--- config.mk ---
export PLATFORM = sky130hd
export DESIGN_NAME = scke_power_ctrl
export DESIGN_NICKNAME = d
export VERILOG_FILES = /design/src/scke_pkg.sv /design/src/scke_power_ctrl.sv /design/src/scke_timer.sv
export VERILOG_INCLUDE_DIRS = /design/src /design/src/src
export SDC_FILE = /design/constraint.sdc
export NUM_CORES = 1
export LEC_CHECK = 0
export BUFFER_PORTS_ARGS = -buffer_cell sky130_fd_sc_hd__clkbuf_2
export CORE_ASPECT_RATIO = 1.4
export CORE_UTILIZATION = 60
export CTS_BUF_LIST = sky130_fd_sc_hd__clkbuf_4 sky130_fd_sc_hd__clkbuf_8 sky130_fd_sc_hd__clkbuf_16
export CTS_CLUSTER_DIAMETER = 80
export DETAILED_ROUTE_END_ITERATION = 6
export MAX_ROUTING_LAYER = met4
export PLACE_DENSITY = 0.88
export SLEW_MARGIN = 20
export SYNTH_ARGS = -nofsm -noshare
export SYNTH_HDL_FRONTEND = slang
export SYNTH_SLANG_ARGS = --single-unit
--- constraint.sdc ---
create_clock -name core_clk -period 3.5 [get_ports core_clk]
set_input_delay 0.7 -clock core_clk [delete_from_list [all_inputs] [get_ports core_clk]]
set_output_delay 0.7 -clock core_clk [all_outputs]
set_load 0.02 [all_outputs]
--- src/scke_defines.svh ---
// Function
// - CKE sampled each edge against previous edge.
// - Power-down holds; no internal refresh.
// - Self refresh holds whatever the commands.
// - Self refresh entered only from idle.
// - Banks active plus CKE fall: active power-down.
// - Power-down after burst depends on open banks.
// - Refreshing or idle plus CKE fall: precharge power-down.
// - Idle needs closed banks, no burst, timings met.
// - Commands ignored in low-power states.
// - Unlisted combinations are illegal.
// - Self-refresh exit recognised asynchronously; here taken on the CKE level at the clock edge.
// - Deselect equals NOP; bursts not ended.
`ifndef SCKE_DEFINES_SVH
`define SCKE_DEFINES_SVH
`define SCKE_WRITE_AFTER_SRX 16'h0200
`define SCKE_CNT_W 16
`define SCKE_CMD_W 4
`endif

--- src/scke_pkg.sv ---
`default_nettype none
package scke_pkg;
	// Power states of the device; binary codes written out.
	typedef enum logic [2:0]
	{
		SCKE_IDLE = 3'b000,
		SCKE_ACTIVE = 3'b001,
		SCKE_BUSY = 3'b010,
		SCKE_REFRESHING = 3'b011,
		SCKE_PPD = 3'b100,
		SCKE_APD = 3'b101,
		SCKE_SELF_REF = 3'b110
	} scke_state_e;
endpackage : scke_pkg
`default_nettype wire

--- src/scke_power_ctrl.sv ---
`include "scke_defines.svh"
`default_nettype none
// CKE-driven power state tracking of the memory device.
module scke_power_ctrl
	import scke_pkg::*;
#(
	parameter int CW = `SCKE_CNT_W
)
(
	input wire logic core_clk, // Device clock.
	input wire logic resetn, // Asynchronous reset, active low.
	input wire logic cke, // Clock enable, sampled each edge.
	input wire logic cs_n, // Chip select, active low.
	input wire logic ras_n, // Row strobe, active low.
	input wire logic cas_n, // Column strobe, active low.
	input wire logic we_n, // Write enable, active low.
	input wire logic a10, // Auto precharge / all-bank bit.
	input wire logic banks_open, // At least one bank is open.
	input wire logic burst_busy, // A read or write burst is running.
	input wire logic [CW-1:0] t_xs, // Self-refresh exit delay.
	input wire logic [CW-1:0] t_xsdll, // DLL-locked exit delay.
	input wire logic [CW-1:0] t_op, // Delay of prior operations.
	output logic [2:0] power_state, // Current state code.
	output logic in_power_down, // Power-down in effect.
	output logic in_self_refresh, // Self refresh in effect.
	output logic cmd_accept, // Command inputs are being decoded.
	output logic device_idle, // Idle as defined for power entry.
	output logic read_allowed, // Reads and termination allowed.
	output logic write_allowed, // Writes and leveling allowed.
	output logic illegal_seq // Sticky: an unlisted combination was seen.
);
	logic rst_m_r;
	logic rst_n_r;
	logic cke_prev_r;
	scke_state_e state_r;
	scke_state_e state_nxt;
	logic illegal_nxt;
	logic [CW-1:0] wr_cnt_r;
	logic xs_done;
	logic xsdll_done;
	logic op_done;

	// Reset is released through two flops so all logic leaves reset together.
	always_ff @(posedge core_clk or negedge resetn)
	begin
		if (!resetn)
		begin
			rst_m_r <= 1'b0;
			rst_n_r <= 1'b0;
		end
		else
		begin
			rst_m_r <= 1'b1;
			rst_n_r <= rst_m_r;
		end
	end

	// Command decode; deselect is treated exactly as a NOP.
	wire cmd_nop = cs_n | (ras_n & cas_n & we_n);
	wire cmd_ref = !cs_n & !ras_n & !cas_n & we_n;
	wire cmd_rd = !cs_n & ras_n & !cas_n & we_n;
	wire cmd_wr = !cs_n & ras_n & !cas_n & !we_n;
	wire cmd_act = !cs_n & !ras_n & cas_n & we_n;
	wire cmd_pre = !cs_n & !ras_n & cas_n & !we_n;
	wire cmd_mrs = !cs_n & !ras_n & !cas_n & !we_n;
	wire cmd_zq = !cs_n & ras_n & cas_n & !we_n;
	wire cke_fall = cke_prev_r & !cke;
	wire cke_rise = !cke_prev_r & cke;
	wire cke_high = cke_prev_r & cke;
	wire low_power = (state_r == SCKE_PPD) || (state_r == SCKE_APD) || (state_r == SCKE_SELF_REF);
	wire timed_load = cmd_mrs | cmd_zq | cmd_ref | cmd_pre;
	// Idle needs closed banks, no burst, high CKE and the operation and self-refresh exit delays expired.
	wire idle_now = !banks_open & !burst_busy & cke_prev_r & op_done & xs_done;
	wire srx_event = (state_r == SCKE_SELF_REF) & cke_rise;
	wire write_ok = (wr_cnt_r == '0);

	// Timer of earlier operations, loaded by any command with a recovery time.
	scke_timer #(.W(CW)) u_op_timer
	(
		.core_clk(core_clk),
		.rst_n(rst_n_r),
		.load(cke_high & timed_load),
		.count(t_op),
		.done(op_done)
	);

	// Self-refresh exit delay; only deselect or NOP are expected meanwhile.
	scke_timer #(.W(CW)) u_xs_timer
	(
		.core_clk(core_clk),
		.rst_n(rst_n_r),
		.load(srx_event),
		.count(t_xs),
		.done(xs_done)
	);

	// DLL lock delay after self-refresh exit gates reads and termination.
	scke_timer #(.W(CW)) u_xsdll_timer
	(
		.core_clk(core_clk),
		.rst_n(rst_n_r),
		.load(srx_event),
		.count(t_xsdll),
		.done(xsdll_done)
	);

	// Next state, keyed on the state before the edge and the two CKE samples.
	always_comb
	begin
		state_nxt = state_r;
		illegal_nxt = 1'b0;
		unique case (state_r)
			SCKE_PPD, SCKE_APD:
			begin
				// Held low: stay put, no refresh, commands ignored.
				if (cke_rise)
				begin
					state_nxt = banks_open ? SCKE_ACTIVE : SCKE_IDLE;
					illegal_nxt = !cmd_nop;
				end
				else
				begin
					state_nxt = state_r;
				end
			end
			SCKE_SELF_REF:
			begin
				// Exit is taken on the level, not on the command.
				if (cke)
				begin
					state_nxt = SCKE_IDLE;
					illegal_nxt = !cmd_nop;
				end
				else
				begin
					state_nxt = SCKE_SELF_REF;
				end
			end
			SCKE_IDLE:
			begin
				if (cke_fall && cmd_ref && idle_now)
					state_nxt = SCKE_SELF_REF;
				else if (cke_fall && cmd_nop)
					state_nxt = SCKE_PPD;
				else if (cke_fall)
					illegal_nxt = 1'b1;
				else if (cke_high && cmd_ref)
					state_nxt = SCKE_REFRESHING;
				else if (cke_high && cmd_act)
					state_nxt = SCKE_ACTIVE;
				// The first rise after reset lands here and is harmless; only CKE held low is unlisted.
				else if (!cke_prev_r && !cke)
					illegal_nxt = 1'b1;
			end
			SCKE_ACTIVE:
			begin
				if (cke_fall && cmd_nop)
					state_nxt = SCKE_APD;
				else if (cke_fall)
					illegal_nxt = 1'b1;
				else if (cke_high && (cmd_rd || cmd_wr || cmd_pre))
					state_nxt = SCKE_BUSY;
				else if (!cke_prev_r && !cke)
					illegal_nxt = 1'b1;
			end
			SCKE_BUSY:
			begin
				// Power-down type depends on the banks open at the edge where CKE falls.
				if (cke_fall && cmd_nop)
					state_nxt = banks_open ? SCKE_APD : SCKE_PPD;
				else if (cke_fall)
					illegal_nxt = 1'b1;
				else if (!burst_busy && op_done)
					state_nxt = banks_open ? SCKE_ACTIVE : SCKE_IDLE;
			end
			SCKE_REFRESHING:
			begin
				if (cke_fall && cmd_nop)
					state_nxt = SCKE_PPD;
				else if (cke_fall)
					illegal_nxt = 1'b1;
				else if (op_done)
					state_nxt = SCKE_IDLE;
			end
			default:
			begin
				state_nxt = SCKE_IDLE;
				illegal_nxt = 1'b1;
			end
		endcase
	end

	// State, CKE history and the sticky illegal flag.
	always_ff @(posedge core_clk or negedge rst_n_r)
	begin
		if (!rst_n_r)
		begin
			state_r <= SCKE_IDLE;
			cke_prev_r <= 1'b0;
			illegal_seq <= 1'b0;
		end
		else
		begin
			state_r <= state_nxt;
			cke_prev_r <= cke;
			illegal_seq <= illegal_seq | illegal_nxt;
		end
	end

	// Write hold-off after self-refresh exit, fixed in clock cycles.
	always_ff @(posedge core_clk or negedge rst_n_r)
	begin
		if (!rst_n_r)
			wr_cnt_r <= '0;
		else if (srx_event)
			wr_cnt_r <= CW'(`SCKE_WRITE_AFTER_SRX);
		else if (wr_cnt_r != '0)
			wr_cnt_r <= wr_cnt_r - 1'b1;
	end

	// Registered status outputs; the state and power flags track state_r, the others trail it by one cycle.
	always_ff @(posedge core_clk or negedge rst_n_r)
	begin
		if (!rst_n_r)
		begin
			power_state <= 3'h0;
			in_power_down <= 1'b0;
			in_self_refresh <= 1'b0;
			cmd_accept <= 1'b0;
			device_idle <= 1'b0;
			read_allowed <= 1'b0;
			write_allowed <= 1'b0;
		end
		else
		begin
			power_state <= state_nxt;
			in_power_down <= (state_nxt == SCKE_PPD) || (state_nxt == SCKE_APD);
			in_self_refresh <= (state_nxt == SCKE_SELF_REF);
			cmd_accept <= !low_power && cke;
			device_idle <= idle_now && (state_r == SCKE_IDLE);
			read_allowed <= xsdll_done && xs_done && !low_power;
			write_allowed <= write_ok && xs_done && !low_power;
		end
	end
endmodule : scke_power_ctrl
`default_nettype wire

--- src/scke_timer.sv ---
`include "scke_defines.svh"
`default_nettype none
// Down counter that reports when a loaded delay has run out.
module scke_timer
	import scke_pkg::*;
#(
	parameter int W = 16
)
(
	input wire logic core_clk, // Clock.
	input wire logic rst_n, // Synchronised reset, active low.
	input wire logic load, // Restart the delay.
	input wire logic [W-1:0] count, // Delay in cycles.
	output logic done // Delay has elapsed.
);
	logic [W-1:0] cnt_r;
	logic [W-1:0] cnt_nxt;
	logic done_nxt;

	// Count down to zero; a load takes precedence over the count.
	assign cnt_nxt = load ? count : ((cnt_r != '0) ? cnt_r - 1'b1 : cnt_r);
	assign done_nxt = (cnt_nxt == '0);

	// Starts done so nothing waits after reset.
	always_ff @(posedge core_clk or negedge rst_n)
	begin
		if (!rst_n)
		begin
			cnt_r <= '0;
			done <= 1'b1;
		end
		else
		begin
			cnt_r <= cnt_nxt;
			done <= done_nxt;
		end
	end
endmodule : scke_timer
`default_nettype wire
After elaboration in Yosys (flattened, before gate mapping). Index checks and enable logic that the tools add are counted.

Register bits after elaboration: 80. Bits of input ports: 58. Logic and storage cells: 142.

$add $sub $neg: 4. Equality and inequality tests: 9. Mux-type cells: 41. Bitwise gates (word level): 29. Reduce and logical (&&, ||, !) cells: 41.

Operators with widths (number): two-way mux 16 bit (8); zero test 16 bit (4); nonzero test 16 bit (4); subtractor 16 x 1 -> 16 bit, second input constant (4); two-way mux 3 bit (16); bitwise AND 1 bit (24); equality test 3 bit, second input constant (6); case mux 3 bit (6 select lines) (1); two-way mux 1 bit (15); logical AND 1 bit (14); zero test 1 bit (10); equality test 3 x 2 -> 1 bit, second input constant (2); logical OR 1 bit (5); OR 1 bit (5); case mux 1 bit (5 select lines) (1); OR reduction 2 bit (2); equality test 3 x 1 -> 1 bit, second input constant (1); zero test 3 bit (1); nonzero test 2 bit (1).

Logic depth before layout (Yosys ltp).
Depth after elaboration: 13. Mapped depth: 10. Gate-level depth less buffers: 9.

Modules after synthesis. A second synthesis with hierarchy kept.

Cells, all modules: 542. Area total of the unflattened synthesis: 5049.8 um^2.

Modules (own cells, without submodules): scke_power_ctrl (times used 1, cells an instance 165, area each 1534.0 um^2); scke_timer at u_xsdll_timer (times used 1, cells an instance 126, area each 1196.1 um^2); scke_timer at u_op_timer (times used 1, cells an instance 127, area each 1169.9 um^2); scke_timer at u_xs_timer (times used 1, cells an instance 124, area each 1149.9 um^2).

Worst setup path before layout. Ideal clock, no wire load.

Kind: reg2reg. Start: register u_op_timer.cnt_r[6]. End: register u_op_timer.done. Library setup time: 0.090 ns. Data arrival time: 2.424 ns. Data required time: 3.410 ns. Path slack: 0.986 ns. Cell stages (with the launch flop): 8. Buffers on the path: 0. Path through: dfrtp_1 -> or4_1 -> nor4_1 -> nand2_1 -> xor2_1 -> a21oi_2 -> or4_4 -> nor4_2.

Longest elaborated chain between the ends: 4. Elaborated cells between the ends (all ways): 5.

Ends and longest elaborated chain: from (decl) (line scke_timer.sv:16) `logic [W-1:0] cnt_r;`; from (signal assigned) (line scke_timer.sv:34) `cnt_r <= cnt_nxt;`; subtractor 16 x 1 -> 16 bit or nonzero test 16 bit (tied branches) (line scke_timer.sv:21) `assign cnt_nxt = load ? count : ((cnt_r != '0) ? cnt_r - 1'b1 : cnt_r);`; two-way mux 16 bit * (2 in series) (line scke_timer.sv:21); net u_op_timer.cnt_nxt[13] (line scke_timer.sv:17) `logic [W-1:0] cnt_nxt;`; zero test 16 bit * (line scke_timer.sv:22) `assign done_nxt = (cnt_nxt == '0);`; net u_op_timer.done_nxt (line scke_timer.sv:18) `logic done_nxt;`; to (signal assigned) (line scke_timer.sv:35) `done <= done_nxt;`; to (decl) (line scke_timer.sv:14) `output logic done`.

Mark *: on every way through the listed nets, which the timed path passes. The rest lies on a longest branch. A chain may end at the register's enable or synchronous reset.

Worst setup path after layout.
Start: register u_op_timer.cnt_r[0]. End: register u_op_timer.done.

Longest elaborated chain between the ends: 4. Elaborated cells between the ends (all ways): 5.

Ends and longest elaborated chain (line): subtractor 16 x 1 -> 16 bit or nonzero test 16 bit (tied branches) (scke_timer.sv:21); two-way mux 16 bit * (2 in series) (scke_timer.sv:21); zero test 16 bit * (scke_timer.sv:22); net u_op_timer.done_nxt (scke_timer.sv:18).

Marks and branches as above.

==> flow_summary_export.csv <==
group,metric,value,unit
yosys,ys.flop_type,"dfrtp_1",
critical_path,crit_chain,"inv_1, ha_1, nor4b_4, and4_1, or3_1, nand3_2, o22ai_1, or4b_2, nor4_2",
yosys,synth_fp_nets,575,
global_route,grt_pass1_vias,4134,
clock_network,cts_buffer_depth,2,
yosys,async_flop_share,1.00,
timing,min_period,2.89,ns
timing,slew_headroom,0.534,
critical_path,critPathRequiredTime,3.76,ns
critical_path,end_kind,"flop",
pwr,pwr-share-seq,0.466,
timing,rsz0062_at_grt,"no",
global_route,grt_use_total,0.285,
placement,place_congestion,0.908,
drt,dr_total_vias,4079,
global_route,antenna_found_initial,0,
timing,fin_setup_tns,0,ns
die,core,7450,sq um
drt,highest_layer,"met4",
drt,wl,10400,um
timing,period_share,0.827,
global_route,grt-ovfl-total,0,
final_layout,area_growth,13.7,%
clock_network,cts_tree,"built",
global_route,grt_pass1_wl,17900,um
placement,hpwl,7470,um
die,die_x,76.6,um
critical_path,cp_slowest_cell,"or4b_2",
flow_run,maxCapViolCount,0,
critical_path,critPathMaxFanout,8,
drt,first_pass_iters,6,
die,die-area,8160,sq um
critical_path,cp_top_family,"simple AND/OR/NAND/NOR gates",
clock_network,cts_hold_buf,0,
clock_network,numClockSinks,80,
pwr,power_density,706,nW/um^2
yosys,netlist_area,4680,sq um
critical_path,path_class,"flop to flop",
drt,drt-met1-wl,4120,um
clock_network,htreeDepth,3,
yosys,synthCells,510,
global_route,grt_max_degree,79,
critical_path,critical_path.startpoint_type,"flop",
timing,max_freq,346,MHz
placement,portBuffers,66,
yosys,yosysSeqAreaShare,0.429,
final_layout,drive_gt1_frac,0.205,
drt,wl_met3,440,um
timing,setup_viol,0,
yosys,syn_area_per_cell,9.17,sq um
drt,routedWlPerCell,15.3,um
pwr,p_switching,1510,uW
timing,fin_skew,0.0146,ns
pwr,combPwrFrac,0.349,
critical_path,cpPeakStageDelay,0.61,ns
final_layout,final_area,5320,sq um
placement,place_area,5090,sq um
pwr,leakagePower,0.00221,uW
yosys,synth_cell_types,69,
outcome,status,"finished, final reports clean",
timing,maxSlewViolCount,0,
pwr,p_sw_frac,0.401,
drt,final_antenna_net_count,0,
worst_hold_path,hold_path.class,"input port to asynchronous set/reset pin",
critical_path,critical_path_buf_inv_count,1,
pwr,clock_power_share,0.186,
drt,viasPerCell,6.02,
clock_network,path_clk_slew,0.08,ns
yosys,ys_seq_elements,80,
clock_network,cts_buffers,9,
die,dieHeight,106,um
clock_network,cts_setup_buffers,0,
clock_network,cts_root_buf,"clkbuf_8",
die,start_util,0.628,
pwr,peakVddDrop,0.444,mV
critical_path,worstPathArrival,3.16,ns
drt,wl_met2,5480,um
clock_network,clkLatencyLatePin,0.36,ns
yosys,synth_edf_count,0,
clock_network,cts_resized,0,
final_layout,nets,641,
drt,drc_errors,0,
die,pin_count,68,
die,num_rows,37,
timing,hold_viol_final,0,
drt,drt_iter0_drc,236,
final_layout,antenna_cells,0,
timing,worstMarginPinSlew,0.698,ns
yosys,ys.warnings.count,0,
pwr,p_int,2250,uW
## routing by layer
layer	vias to the layer above	track usage
met4	0	0.144
met3	43	0.0618
met5	-	-
met2	129	0.507
met1	1941	0.296
li1	1966	-
## layout make-up
cell class              instances  area, sq um
fillers                       559         2130
clock inverters                 6         67.6
repair buffers                 74          403
flip-flops and latches         80         2010
well taps                      97          121
clock buffers                  10          138
multi-input cells             394         2520
inverters                      17         63.8
## cells by family (layout without fill, tap and decap cells)
family	Yosys count	in the layout	share of synthesized area
adder cells (fa/ha/maj)	7	7	0.0187
AO/OA/AOI/OAI	99	99	0.130
flip-flops	80	80	0.429
AND/OR/NAND/NOR	238	238	0.293
buffers and inverters	36	107	0.0332
other	1	1	0.000802
multiplexers	10	10	0.0233
XOR/XNOR	39	39	0.0730
## flip-flops by register name (all words and copies together), names as in the netlist
name	flops
illegal_seq	1
read_allowed	1
in_self_refresh	1
in_power_down	1
u_xs_timer.done	1
u_xsdll_timer.done	1
wr_cnt_r	16
u_op_timer.cnt_r	16
cke_prev_r	1
cmd_accept	1
u_op_timer.done	1
rst_m_r	1
power_state	3
u_xsdll_timer.cnt_r	16
rst_n_r	1
write_allowed	1
u_xs_timer.cnt_r	16
device_idle	1
## cells in the final DEF, fill, tap and decap left out, drive strengths merged, types with 6 or more instances in the layout
cell type / netlist / layout
nor2: 62 / 62
buf: 10 / 8
mux2i: 6 / 6
nand2b: 7 / 7
and3: 7 / 7
o21ai: 28 / 28
nand2: 48 / 48
nand3: 12 / 12
or4: 10 / 10
a21oi: 29 / 29
xor2: 17 / 17
ha: 7 / 7
nor3b: 7 / 7
inv: 17 / 18
nor4: 20 / 20
a31oi: 11 / 11
xnor2: 22 / 22
or3: 10 / 10
nor3: 22 / 22
dfrtp: 77 / 77
clkbuf: 9 / 76
## stage by stage
stage          setup slack (ns)  instances  hold slack [ns]  utilization  power [uW]
2_1_floorplan             0.986        510            0.331            -        2670
3_3_place_gp              0.713        661            0.341        0.684        2950
3_5_place_dp              0.651        661            0.336        0.684        3050
4_1_cts                   0.636        677            0.104        0.711        3760
5_1_grt                   0.299        678            0.104        0.714        4020
6_report                  0.607        678            0.113        0.714        3760
## cells in the mapped netlist, drive strengths merged (2+ instances only)
cell type,count,area [sq um]
nor3b,7,52.6
o2111ai,3,26.3
o22ai,2,12.5
and2,4,25.0
or3b,2,17.5
xor2,17,149
and3,7,43.8
a21oi,29,149
o21a,2,15.0
o41ai,2,17.5
a211o,2,17.5
nand2,48,180
buf,10,57.6
xnor2,22,193
mux2i,6,60.1
dfrtp,77,1930
inv,17,63.8
or4,10,80.1
clkbuf,9,33.8
o31ai,5,37.5
nand2b,7,43.8
or3,10,62.6
nor2b,2,12.5
nand4,4,52.6
nor4,20,165
and4b,4,40.0
ha,7,87.6
dfstp,3,78.8
or4b,2,20.0
o21ai,28,140
a31oi,11,68.8
nor4b,4,65.1
nand3b,5,37.5
nand3,12,70.1
o21bai,4,30.0
mux2,4,48.8
nor3,22,110
nor2,62,233
a21o,3,22.5
## power groups by stage
| stage | sequential [uW] | combinational, uW | clock [uW] |
|---|---|---|---|
| after floorplan | 1670 | 1000 | 0 |
| after global placement | 1740 | 1210 | 0 |
| after detailed placement | 1770 | 1280 | 0 |
| after CTS | 1750 | 1300 | 709 |
| after global routing | 1810 | 1470 | 745 |
| final | 1750 | 1310 | 697 |
## path summary, 6_finish.rpt
| kind | endpoint | from | cells past startpoint | slack [ns] |
|---|---|---|---|---|
| hold reg to reg | wr_cnt_r[12] | rst_n_r | 0 | 0.30 |
| setup / recovery | u_op_timer.done | u_op_timer.cnt_r[0] | 9 | 0.61 |
| min in group core_clk | rst_n_r | rst_m_r | 0 | 0.36 |
| hold / removal | rst_n_r | resetn | 1 | 0.11 |
| max in group asynchronous | u_xsdll_timer.done | rst_n_r | 1 | 2.54 |
| setup reg to reg | u_op_timer.done | u_op_timer.cnt_r[0] | 9 | 0.61 |
Note: power is estimated with default switching activity, not from simulation.
